File: config.mk
export PLATFORM = sky130hd
export DESIGN_NAME = ssl_shift_latch
export DESIGN_NICKNAME = d
export VERILOG_FILES = /design/src/rtl/ssl_pkg.sv /design/src/rtl/ssl_shift_latch.sv
export VERILOG_INCLUDE_DIRS = /design/src /design/src/rtl
export SDC_FILE = /design/constraint.sdc
export NUM_CORES = 1
export LEC_CHECK = 0
export BUFFER_PORTS_ARGS = -buffer_cell sky130_fd_sc_hd__buf_2
export CORE_AREA = 2 2 119 98
export DETAILED_ROUTE_END_ITERATION = 7
export DIE_AREA = 0 0 121 100
export PLACE_DENSITY = 0.55
export SETUP_SLACK_MARGIN = 0.02
export SYNTH_ARGS = -nofsm -noshare
export SYNTH_HDL_FRONTEND = slang
export SYNTH_SLANG_ARGS = --single-unit
File: constraint.sdc
create_clock -name clk_i -period 2.7 [get_ports clk_i]
set_input_delay 0.54 -clock clk_i [delete_from_list [all_inputs] [get_ports clk_i]]
set_output_delay 0.54 -clock clk_i [all_outputs]
set_load 0.01 [all_outputs]
File: src/rtl/ssl_consts.svh
`ifndef SSL_CONSTS_SVH
`define SSL_CONSTS_SVH

// -----------------------------------------------------------------------------
// widths and depths
// -----------------------------------------------------------------------------
`define SSL_WIDTH      16
`define SSL_LAST_BIT   15
`define SSL_BUF_DEPTH  2

// -----------------------------------------------------------------------------
// reset values of control state and buffer count levels
// -----------------------------------------------------------------------------
`define SSL_SYNC_RST   3'h0
`define SSL_SYNC_IDLE_HI 3'h7
`define SSL_FILT_RST   5'h01
`define SSL_CNT_RST    2'h0
`define SSL_CNT_FULL   2'h2
`define SSL_CNT_ONE    2'h1

`endif

File: src/rtl/ssl_pkg.sv
`default_nettype none

package ssl_pkg;

	// -------------------------------------------------------------------------
	// shift register modes
	// -------------------------------------------------------------------------
	typedef enum logic [1:0] {
		SSL_HOLD,
		SSL_SHIFT,
		SSL_RELOAD
	} ssl_mode_e;

	typedef logic [15:0] ssl_word_t;

	// mode seen by the shift register at a shift clock fall
	function automatic ssl_mode_e ssl_decode(input logic cs_b, input logic dir, input logic store);
		ssl_mode_e m;
		m = SSL_HOLD;
		if (cs_b) begin
			m = SSL_HOLD;
		end else if (dir && store) begin
			m = SSL_RELOAD;
		end else begin
			m = SSL_SHIFT;
		end
		return m;
	endfunction : ssl_decode

endpackage : ssl_pkg

`default_nettype wire

File: src/rtl/ssl_shift_latch.sv
`timescale 1ns/1ps
`default_nettype none
`include "ssl_consts.svh"

// How it works
// RULE1: sixteen stage shifter, mode from select/direction/store
// RULE2: shifter changes only on shift clock fall
// RULE3: shift: serial in to first stage, last out
// RULE4: reload: storage copied in parallel, no shift
// RULE5: decode hold, shift, shift, reload per levels
// RULE6: storage holds while select or direction high
// RULE7: storage captures shifter on store clock rise
// RULE8: select active low, store acts rising edge
// RULE9: controller keeps shift clock low raising select
// RULE10: controller keeps store clock low when enabling
// RULE11: parallel outputs show storage register only
// RULE12: data registers have no reset
module ssl_shift_latch
	import ssl_pkg::*;
(
	// clock and reset
	input  wire logic                  clk_i,
	input  wire logic                  rst_b_i,
	// controller pins
	input  wire logic                  cs_b_i,
	input  wire logic                  dir_i,
	input  wire logic                  shift_clk_i,
	input  wire logic                  store_clk_i,
	input  wire logic                  serial_i,
	// pin outputs
	output logic                       serial_o,
	output logic [`SSL_LAST_BIT:0]     parallel_out_o,
	// captured word stream
	output logic [`SSL_LAST_BIT:0]     capt_data_o,
	output logic                       capt_valid_o,
	input  wire logic                  capt_ready_i,
	output logic                       capt_ready_o
);

	// -------------------------------------------------------------------------
	// pin filters
	// -------------------------------------------------------------------------
	// three stages per pin; a level counts once stages two and three agree,
	// which also rejects a single-cycle glitch on a clock pin
	localparam int NPIN = 5;

	logic [2:0]      sync_r [NPIN];
	logic [2:0]      sync_nxt [NPIN];
	logic [NPIN-1:0] filt_r;
	logic [NPIN-1:0] filt_nxt;
	logic [NPIN-1:0] pins;

	assign pins = {serial_i, store_clk_i, shift_clk_i, dir_i, cs_b_i};

	always_comb begin
		for (int i = 0; i < NPIN; i++) begin
			sync_nxt[i] = {sync_r[i][1:0], pins[i]};
			filt_nxt[i] = (sync_r[i][2] == sync_r[i][1]) ? sync_r[i][2] : filt_r[i];
		end
	end

	always_ff @(posedge clk_i or negedge rst_b_i) begin
		if (!rst_b_i) begin
			for (int i = 1; i < NPIN; i++) begin
				sync_r[i] <= `SSL_SYNC_RST;
			end
			// select idles high; a zero here would read as selected after reset
			sync_r[0] <= `SSL_SYNC_IDLE_HI;
			filt_r    <= `SSL_FILT_RST;
		end else begin
			sync_r <= sync_nxt;
			filt_r <= filt_nxt;
		end
	end

	// filtered levels; select is active low
	logic cs_b_f;
	logic dir_f;
	logic shclk_f;
	logic stclk_f;
	logic ser_f;

	assign cs_b_f  = filt_r[0]; // see RULE8
	assign dir_f   = filt_r[1];
	assign shclk_f = filt_r[2];
	assign stclk_f = filt_r[3];
	assign ser_f   = filt_r[4];

	// -------------------------------------------------------------------------
	// edge events
	// -------------------------------------------------------------------------
	logic shift_fall;
	logic store_rise;

	assign shift_fall = shclk_f && !filt_nxt[2];  // see RULE2
	assign store_rise = !stclk_f && filt_nxt[3];  // see RULE8

	// mode levels sampled together with the edge that acts on them
	ssl_mode_e mode;
	logic      store_cap;

	assign mode      = ssl_decode(cs_b_f, dir_f, stclk_f);       // see RULE5
	assign store_cap = store_rise && !cs_b_f && !dir_f;          // see RULE6

	// -------------------------------------------------------------------------
	// shift and storage registers
	// -------------------------------------------------------------------------
	ssl_word_t shift_r;
	ssl_word_t shift_nxt;
	ssl_word_t store_r;
	ssl_word_t store_nxt;

	always_comb begin
		shift_nxt = shift_r;
		if (shift_fall) begin                                      // see RULE2
			case (mode)
				SSL_SHIFT:  shift_nxt = {shift_r[14:0], ser_f};      // see RULE3
				SSL_RELOAD: shift_nxt = store_r;                     // see RULE4
				default:    shift_nxt = shift_r;                     // see RULE1
			endcase
		end
		store_nxt = store_cap ? shift_r : store_r;                 // see RULE7
	end

	// no reset: contents stay unknown until loaded
	always_ff @(posedge clk_i) begin                               // see RULE12
		shift_r <= shift_nxt;
		store_r <= store_nxt;
	end

	assign serial_o       = shift_r[`SSL_LAST_BIT];                // see RULE3
	assign parallel_out_o = store_r;                               // see RULE11

	// -------------------------------------------------------------------------
	// two-entry capture buffer
	// -------------------------------------------------------------------------
	// the pins cannot be stalled; capt_ready_o tells the controller to hold
	// off store pulses, a capture made while it is low is not queued
	ssl_word_t ent0_r;
	ssl_word_t ent0_nxt;
	ssl_word_t ent1_r;
	ssl_word_t ent1_nxt;
	logic [1:0] cnt_r;
	logic [1:0] cnt_nxt;
	logic       vld_r;
	logic       vld_nxt;
	logic       rdy_r;
	logic       rdy_nxt;
	logic       push;
	logic       pop;

	assign push = store_cap && rdy_r;
	assign pop  = vld_r && capt_ready_i;

	always_comb begin
		ent0_nxt = ent0_r;
		ent1_nxt = ent1_r;
		cnt_nxt  = cnt_r;
		if (push && pop) begin
			if (cnt_r == `SSL_CNT_ONE) begin
				ent0_nxt = shift_r;
			end else begin
				ent0_nxt = ent1_r;
				ent1_nxt = shift_r;
			end
		end else if (push) begin
			if (cnt_r == `SSL_CNT_RST) begin
				ent0_nxt = shift_r;
			end else begin
				ent1_nxt = shift_r;
			end
			cnt_nxt = cnt_r + `SSL_CNT_ONE;
		end else if (pop) begin
			ent0_nxt = ent1_r;
			cnt_nxt  = cnt_r - `SSL_CNT_ONE;
		end
		vld_nxt = (cnt_nxt != `SSL_CNT_RST);
		rdy_nxt = (cnt_nxt != `SSL_CNT_FULL);
	end

	always_ff @(posedge clk_i) begin
		ent0_r <= ent0_nxt;
		ent1_r <= ent1_nxt;
	end

	always_ff @(posedge clk_i or negedge rst_b_i) begin
		if (!rst_b_i) begin
			cnt_r <= `SSL_CNT_RST;
			vld_r <= 1'b0;
			rdy_r <= 1'b1;
		end else begin
			cnt_r <= cnt_nxt;
			vld_r <= vld_nxt;
			rdy_r <= rdy_nxt;
		end
	end

	assign capt_data_o  = ent0_r;
	assign capt_valid_o = vld_r;
	assign capt_ready_o = rdy_r;

	// -------------------------------------------------------------------------
	// assertions
	// -------------------------------------------------------------------------
	AST_SHIFT_ONLY_ON_FALL: assert property (@(posedge clk_i) disable iff (!rst_b_i) // see RULE2
		!shift_fall |=> $stable(shift_r))
		else $error("shift register changed without a shift clock fall");

	AST_FALL_CAUSE: assert property (@(posedge clk_i) disable iff (!rst_b_i) // see RULE2
		shift_fall |-> !$past(shift_clk_i, 2) && !$past(shift_clk_i, 3) && $past(shclk_f))
		else $error("shift clock fall seen without a settled low level");

	AST_SHIFT_MOVE: assert property (@(posedge clk_i) disable iff (!rst_b_i) // see RULE3
		shift_fall && !cs_b_f && !(dir_f && stclk_f)
		|=> shift_r === {$past(shift_r[14:0]), $past(ser_f)})
		else $error("shift mode did not move serial data in");

	AST_RELOAD: assert property (@(posedge clk_i) disable iff (!rst_b_i) // see RULE4
		shift_fall && !cs_b_f && dir_f && stclk_f |=> shift_r === $past(store_r))
		else $error("reload mode did not copy storage");

	AST_CS_HOLD: assert property (@(posedge clk_i) disable iff (!rst_b_i) // see RULE5
		cs_b_f |=> $stable(shift_r) && $stable(store_r))
		else $error("registers changed while deselected");

	AST_STORE_HOLD: assert property (@(posedge clk_i) disable iff (!rst_b_i) // see RULE6
		cs_b_f || dir_f || !store_rise |=> $stable(store_r))
		else $error("storage changed outside a capture");

	AST_STORE_CAP: assert property (@(posedge clk_i) disable iff (!rst_b_i) // see RULE7
		store_rise && !cs_b_f && !dir_f |=> parallel_out_o == $past(shift_r))
		else $error("store clock rise did not capture the shifter");

	AST_RISE_CAUSE: assert property (@(posedge clk_i) disable iff (!rst_b_i) // see RULE8
		store_rise |-> $past(store_clk_i, 2) && $past(store_clk_i, 3) && !$past(stclk_f))
		else $error("store rise seen without a settled high level");

	AST_BUF_PUSH: assert property (@(posedge clk_i) disable iff (!rst_b_i)
		store_cap && capt_ready_o |=> capt_valid_o)
		else $error("captured word not offered");

	AST_BUF_STALL: assert property (@(posedge clk_i) disable iff (!rst_b_i)
		capt_valid_o && !capt_ready_i |=> capt_valid_o && $stable(capt_data_o))
		else $error("stalled word changed or vanished");

	AST_BUF_FULL: assert property (@(posedge clk_i) disable iff (!rst_b_i)
		cnt_r == `SSL_CNT_FULL |-> !capt_ready_o && capt_valid_o)
		else $error("full buffer still ready");

	AST_BUF_POP_LAST: assert property (@(posedge clk_i) disable iff (!rst_b_i)
		capt_valid_o && capt_ready_i && !store_cap && cnt_r == `SSL_CNT_ONE |=> !capt_valid_o)
		else $error("last word popped but still offered");

	AST_BUF_FREE: assert property (@(posedge clk_i) disable iff (!rst_b_i)
		capt_valid_o && capt_ready_i |=> capt_ready_o)
		else $error("pop did not free a buffer entry");

	// decode checked against the mode table itself, not the function
	AST_MODE_DESEL: assert property (@(posedge clk_i) disable iff (!rst_b_i) // see RULE5
		cs_b_f |-> mode == SSL_HOLD)
		else $error("deselected mode is not hold");

	AST_MODE_DIR_LOW: assert property (@(posedge clk_i) disable iff (!rst_b_i) // see RULE5
		!cs_b_f && !dir_f |-> mode == SSL_SHIFT)
		else $error("direction low mode is not shift");

	AST_MODE_STORE_LOW: assert property (@(posedge clk_i) disable iff (!rst_b_i) // see RULE5
		!cs_b_f && dir_f && !stclk_f |-> mode == SSL_SHIFT)
		else $error("direction high, store low mode is not shift");

	AST_MODE_RELOAD: assert property (@(posedge clk_i) disable iff (!rst_b_i) // see RULE5
		!cs_b_f && dir_f && stclk_f |-> mode == SSL_RELOAD)
		else $error("direction high, store high mode is not reload");

	AST_SER_FOLLOW: assert property (@(posedge clk_i) disable iff (!rst_b_i) // see RULE3
		shift_fall && mode == SSL_SHIFT |=> serial_o === $past(shift_r[14]))
		else $error("serial output did not advance by one stage");

	AST_FALL_SETTLES: assert property (@(posedge clk_i) disable iff (!rst_b_i) // see RULE2
		shift_fall |=> !shclk_f)
		else $error("shift clock fall not followed by a low level");

	AST_RISE_SETTLES: assert property (@(posedge clk_i) disable iff (!rst_b_i) // see RULE8
		store_rise |=> stclk_f)
		else $error("store clock rise not followed by a high level");

	AST_DIR_NO_STORE: assert property (@(posedge clk_i) disable iff (!rst_b_i) // see RULE6
		store_rise && dir_f |=> $stable(parallel_out_o))
		else $error("store rise with direction high changed outputs");

	AST_DESEL_NO_STORE: assert property (@(posedge clk_i) disable iff (!rst_b_i) // see RULE6
		store_rise && cs_b_f |=> $stable(parallel_out_o))
		else $error("store rise while deselected changed outputs");

	AST_RELOAD_KEEPS_OUT: assert property (@(posedge clk_i) disable iff (!rst_b_i) // see RULE4
		shift_fall && mode == SSL_RELOAD |=> $stable(parallel_out_o))
		else $error("reload disturbed the parallel outputs");

	AST_OUT_ONLY_STORE: assert property (@(posedge clk_i) disable iff (!rst_b_i) // see RULE11
		!store_cap |=> $stable(parallel_out_o))
		else $error("parallel outputs moved without a capture");

endmodule : ssl_shift_latch

`default_nettype wire

==> results of run 1 <==
## worst max path at each step
stage | start | to | cells after the start
after global routing | capt_ready_o | ent1_r[13] | 4
final | capt_ready_o | ent1_r[9] | 4
after floorplan | filt_r[0] | shift_r[0] | 1
after CTS | capt_ready_o | ent1_r[8] | 4
after global placement | capt_ready_o | ent1_r[9] | 4
after detailed placement | capt_ready_o | ent1_r[8] | 4
## final cells by class
class | count | share of cell area [%]
Clock buffer | 9 | 5.66
Inverter | 2 | 0.189
Sequential cell | 88 | 63.5
Tap cell | 148 | 4.65
Multi-Input combinational cell | 66 | 17.5
Timing Repair Buffer | 48 | 6.41
Clock inverter | 6 | 2.14
## power groups by stage
stage	logic [mW]	registers (mW)	clock network, mW
floorplan	0.227	1.67	0
global placement	0.372	1.66	0
detailed placement	0.374	1.66	0
CTS	0.374	1.63	1.32
global route	0.413	1.64	1.37
finish	0.369	1.63	1.28
## flip-flops by register name, summed over array words and instances, names as in the netlist, 2 cells and up
signal / flops
capt_data_o: 16
cnt_r: 2
ent1_r: 16
filt_r: 5
parallel_out_o: 16
shift_r: 16
sync_nxt: 10
sync_r: 5
## Yosys cell counts (all sizes together)
cell,count,area [um^2]
a221oi,1,15.0
nand2,4,15.0
or2,1,6.26
nor4b,1,8.76
buf,1,11.3
nor4,1,6.26
nor3,1,10.0
o21ai,1,16.3
xnor2,1,8.76
inv,2,7.51
dfrtp,19,475
mux2,32,398
nor2,3,18.8
or4b,1,13.8
o31ai,1,7.51
edfxtp,64,1920
a32o,1,10.0
nand3b,1,7.51
a211oi,1,7.51
clkbuf,1,3.75
dfstp,5,131
a21oi,2,13.8
maj3,5,50.1
ha,2,25.0
o221ai,1,8.76
and2,2,12.5
and3,2,12.5
a31oi,1,6.26
## metal layers
metal  up-vias  global-route usage (%)  wire (um)
li1        733                       -          -
met1       768                    11.9       2500
met2        37                    14.6       2430
met3         5                    4.15        300
met4         0                    3.76         39
met5         -                       0          0
## cell usage in the layout, fill, tap and decap left out, drive strengths merged, types with 2 or more instances in the layout
master / n
clkbuf: 9
a21oi: 2
bufinv: 2
maj3: 5
and2: 2
nor2: 3
buf: 48
inv: 2
clkinv: 4
ha: 2
nand2: 4
dfrtp: 19
dfstp: 5
mux2: 32
and3: 2
edfxtp: 64
## critical path, cell delays in order, from the launching register on
cell and delay, ns:
dfstp_2 0.53, or4b_4 0.49, or2_1 0.30, a211oi_2 0.17, buf_4 0.28
## through the flow
step / cell area, um^2 / cells
floorplan: 3230 / 158
global placement: 3670 / 352
detailed placement: 3670 / 352
CTS: 3980 / 367
global route: 3980 / 367
finish: 3980 / 367
## logic make-up after synthesis
group	after synthesis	share of synthesized area, %
xor+xnor	1	0.271
compound gates	9	2.63
simple gates	17	3.45
flops	88	78.3
fa+ha+maj	7	2.32
mux	32	12.3
buf+inv	4	0.697
==> out/metrics.csv, run 1 <==
metric,value,unit
Routed Antenna Nets,0,
RSZ-0062 raised after global routing,no,
post-synthesis sequential area ratio,78.3,%
H-tree levels,3,
die height,100,um
vias,1543,
dpl hpwl,3350,um
Setup TNS Final,0,ns
P_sw,0.746,mW
Remaining DRCs,0,
total power,3.28,mW
Hold Path Class,input pin to asynchronous set/reset pin,
Congestion Overflow GR,0,
setup ws final,0.620,ns
Final setup viols,0,
Fmax,481,MHz
post-DR wirelength/cell,14.4,um
Core Rows,35,
RR Endpoint,ent1_r[9],
Routed WL,5270,um
Leak,1.49,nW
FF-to-FF Start,capt_ready_o,
Gate power share,11.3,%
num ports,43,
vias in the first global route,1520,
Internal,2.53,mW
Reg2Reg Depth,4,
layout cells sized above 1,48.9,%
area grow syn2layout,23.3,%
Mapped Cells,158,
Final Hold Viols,0,
synth warn,0,
Place WS,0.631,ns
Syn Area/Cell,20.4,um^2
R2R Setup Slk,0.62,ns
Clock Latency Late Sink,0.33,ns
total nets after synthesis,168,
Reg area,2530,um^2
#FFs+latches synth,88,
final period utilization,77.0,%
worst hold-check slack,0.183,ns
area of the multi-input gates,696,um^2
fin. max-slew vios,0,
Die W,121,um
CTS tree,done,
# diodes,0,
Max clock buf depth,2,
Vias/cell,4.20,
CTS buffer count,9,
Slew Limit Headroom,65.3,%
Sw Share,22.7,%
Crit Path Max Fanout,16,
max-cap violation count,0,
setup bufs post-CTS,0,
die area,12100,um^2
Post-CTS Hold Buffers,0,
Initial DRC Count,61,
clock skew,0.00714,ns
CP required,2.72,ns
Worst Tran Pin Value,0.521,ns
status,"finished, final reports clean",
core area,11100,um^2
DR pass1 iterations,4,
"Arr. time, crit path",2.10,ns
clock-pin slew on the worst setup and hold paths,0.06,ns
filler instances,1049,
Synth cell types,31,
Layout Utilization,35.9,%
CTS root buffer,clkbuf_16,
Final Net Count,225,
Setup crit end kind,register,
Clock power frac,39.1,%
Starting Density,29.1,%
largest net degree at the start of global routing,25,
area of the mapped netlist,3230,um^2
startpoint types,register,
post-cts sizing count,0,
Reg power frac,49.7,%
Final min period,2.08,ns
# clock sinks,88,
Tot GR Track Use,9.50,%
first-pass GRT wire length,8360,um
WS Path Type,register to register,
Port-buffer cells,42,
VDD IR max,0.346,mV
pwr dens,824,nW/um^2
GP Congestion,0.685,
initial antenna violation count,0,
(Power assumes the default switching activity.)
==> run 2, diff against run 1 <==
--- a/config.mk
+++ b/config.mk
@@ -10,7 +10,7 @@
 export CORE_AREA = 2 2 119 98
 export DETAILED_ROUTE_END_ITERATION = 7
 export DIE_AREA = 0 0 121 100
-export PLACE_DENSITY = 0.55
+export PLACE_DENSITY = 0.54
 export SETUP_SLACK_MARGIN = 0.02
 export SYNTH_ARGS = -nofsm -noshare
 export SYNTH_HDL_FRONTEND = slang
==> constraint.sdc (replaced) <==
create_clock -name clk_i -period 2.1 [get_ports clk_i]
set_input_delay 0.42 -clock clk_i [delete_from_list [all_inputs] [get_ports clk_i]]
set_output_delay 0.42 -clock clk_i [all_outputs]
set_load 0.01 [all_outputs]
==> out/metrics.csv, run 2 (synthesis results as in run 1) <==
metric,value,unit
fin. max-slew vios,0,
CTS tree,done,
status,"finished, final reports clean",
GP Congestion,0.758,
"delay-heaviest family, CP",compound AO/OA/AOI/OAI gates,
Remaining DRCs,0,
Initial DRC Count,109,
Inst Count DP,354,
Slew Limit Headroom,50.8,%
vias in the first global route,1595,
Hold Path Class,input pin to asynchronous set/reset pin,
Die W,121,um
Routed Antenna Nets,0,
CP required,2.18,ns
most frequent cells in the layout,"edfxtp_1 (64), buf_2 (42), mux2_2 (22), dfrtp_1 (19), mux2_4 (10)",
initial antenna violation count,0,
die area,12100,um^2
largest net degree at the start of global routing,25,
Final Non-Filler Cells,370,
CTS buffer count,9,
final period utilization,95.1,%
filler instances,1038,
VDD IR max,0.577,mV
Place WS,0.102,ns
slowest CP cell,o21ai_4,
post-DR wirelength/cell,15.0,um
"Arr. time, crit path",2.08,ns
Port-buffer cells,42,
CP Buf/Inv Count,1,
DR pass1 iterations,4,
setup ws final,0.102,ns
R2R Setup Slk,0.10,ns
Core Rows,35,
Worst Tran Pin Value,0.735,ns
Post-CTS Hold Buffers,0,
"commonest non-fill, non-tap cell in the layout",edfxtp_1,
Leak,1.50,nW
WS Path Type,register to register,
Final Hold Viols,0,
startpoint types,register,
Max clock buf depth,2,
worst hold-check slack,0.0557,ns
CP cell instances,inv_1 > ha_1 > o21ai_4 > mux2_2,
Congestion Overflow GR,0,
Crit Path Max Fanout,16,
area grow syn2layout,24.8,%
post-cts sizing count,0,
clock skew,0.00714,ns
clock-pin slew on the worst setup and hold paths,0.06,ns
first-pass GRT wire length,8520,um
Final setup viols,0,
CTS root buffer,clkbuf_16,
# clock sinks,88,
RSZ-0062 raised after global routing,no,
Tot GR Track Use,9.67,%
Final min period,2.00,ns
Clock Latency Late Sink,0.33,ns
Fmax,501,MHz
Max stage delay on crit path,0.59,ns
Routed WL,5530,um
Starting Density,29.1,%
Setup crit end kind,register,
H-tree levels,3,
core area,11100,um^2
num ports,43,
die height,100,um
Setup TNS Final,0,ns
dpl hpwl,3500,um
vias,1546,
pwr dens,1030,nW/um^2
layout cells sized above 1,50.0,%
# diodes,0,
max-cap violation count,0,
Vias/cell,4.18,
Final Net Count,227,
setup bufs post-CTS,0,
==> run 2: cell type report <==
cell class	instances	area [um^2]	share of cell area, %
flip-flops and latches	88	2530	62.8
multi-input cells	66	723	18.0
repair buffers	50	295	7.33
clock buffers	10	229	5.68
well taps	148	185	4.60
clock inverters	6	60.1	1.49
inverters	2	7.51	0.186
==> run 2: path summary, 6_finish.rpt <==
kind | startpoint | to | cells past startpoint
min | rst_b_i | filt_r[3] | 1
max reg2reg | cnt_r[1] | capt_data_o[13] | 4
max in group asynchronous | rst_b_i | filt_r[0] | 1
max | cnt_r[1] | capt_data_o[13] | 4
min reg2reg | sync_nxt[1] | sync_nxt[2] | 0
min in group clk_i | cs_b_i | sync_nxt[13] | 1
==> run 2: where the power goes <==
part           internal, mW  switching (mW)
clock                 0.914           0.627
sequential             2.02          0.0729
combinational         0.234           0.296
==> run 2: per-stage QoR <==
stage	total power, mW	area [um^2]	util, %
2_1_floorplan	2.45	3260	-
6_report	4.17	4030	36.4
4_1_cts	4.22	4030	36.4
3_3_place_gp	2.65	3740	33.8
5_1_grt	4.35	4030	36.4
3_5_place_dp	2.67	3740	33.8
==> run 2: layer usage <==
metal	global-route usage [%]	share of wire [%]	up-vias
met4	3.49	1.4	0
met1	12.0	47	775
met5	0	0	-
met2	14.7	46	35
li1	-	-	728
met3	4.60	5.8	8
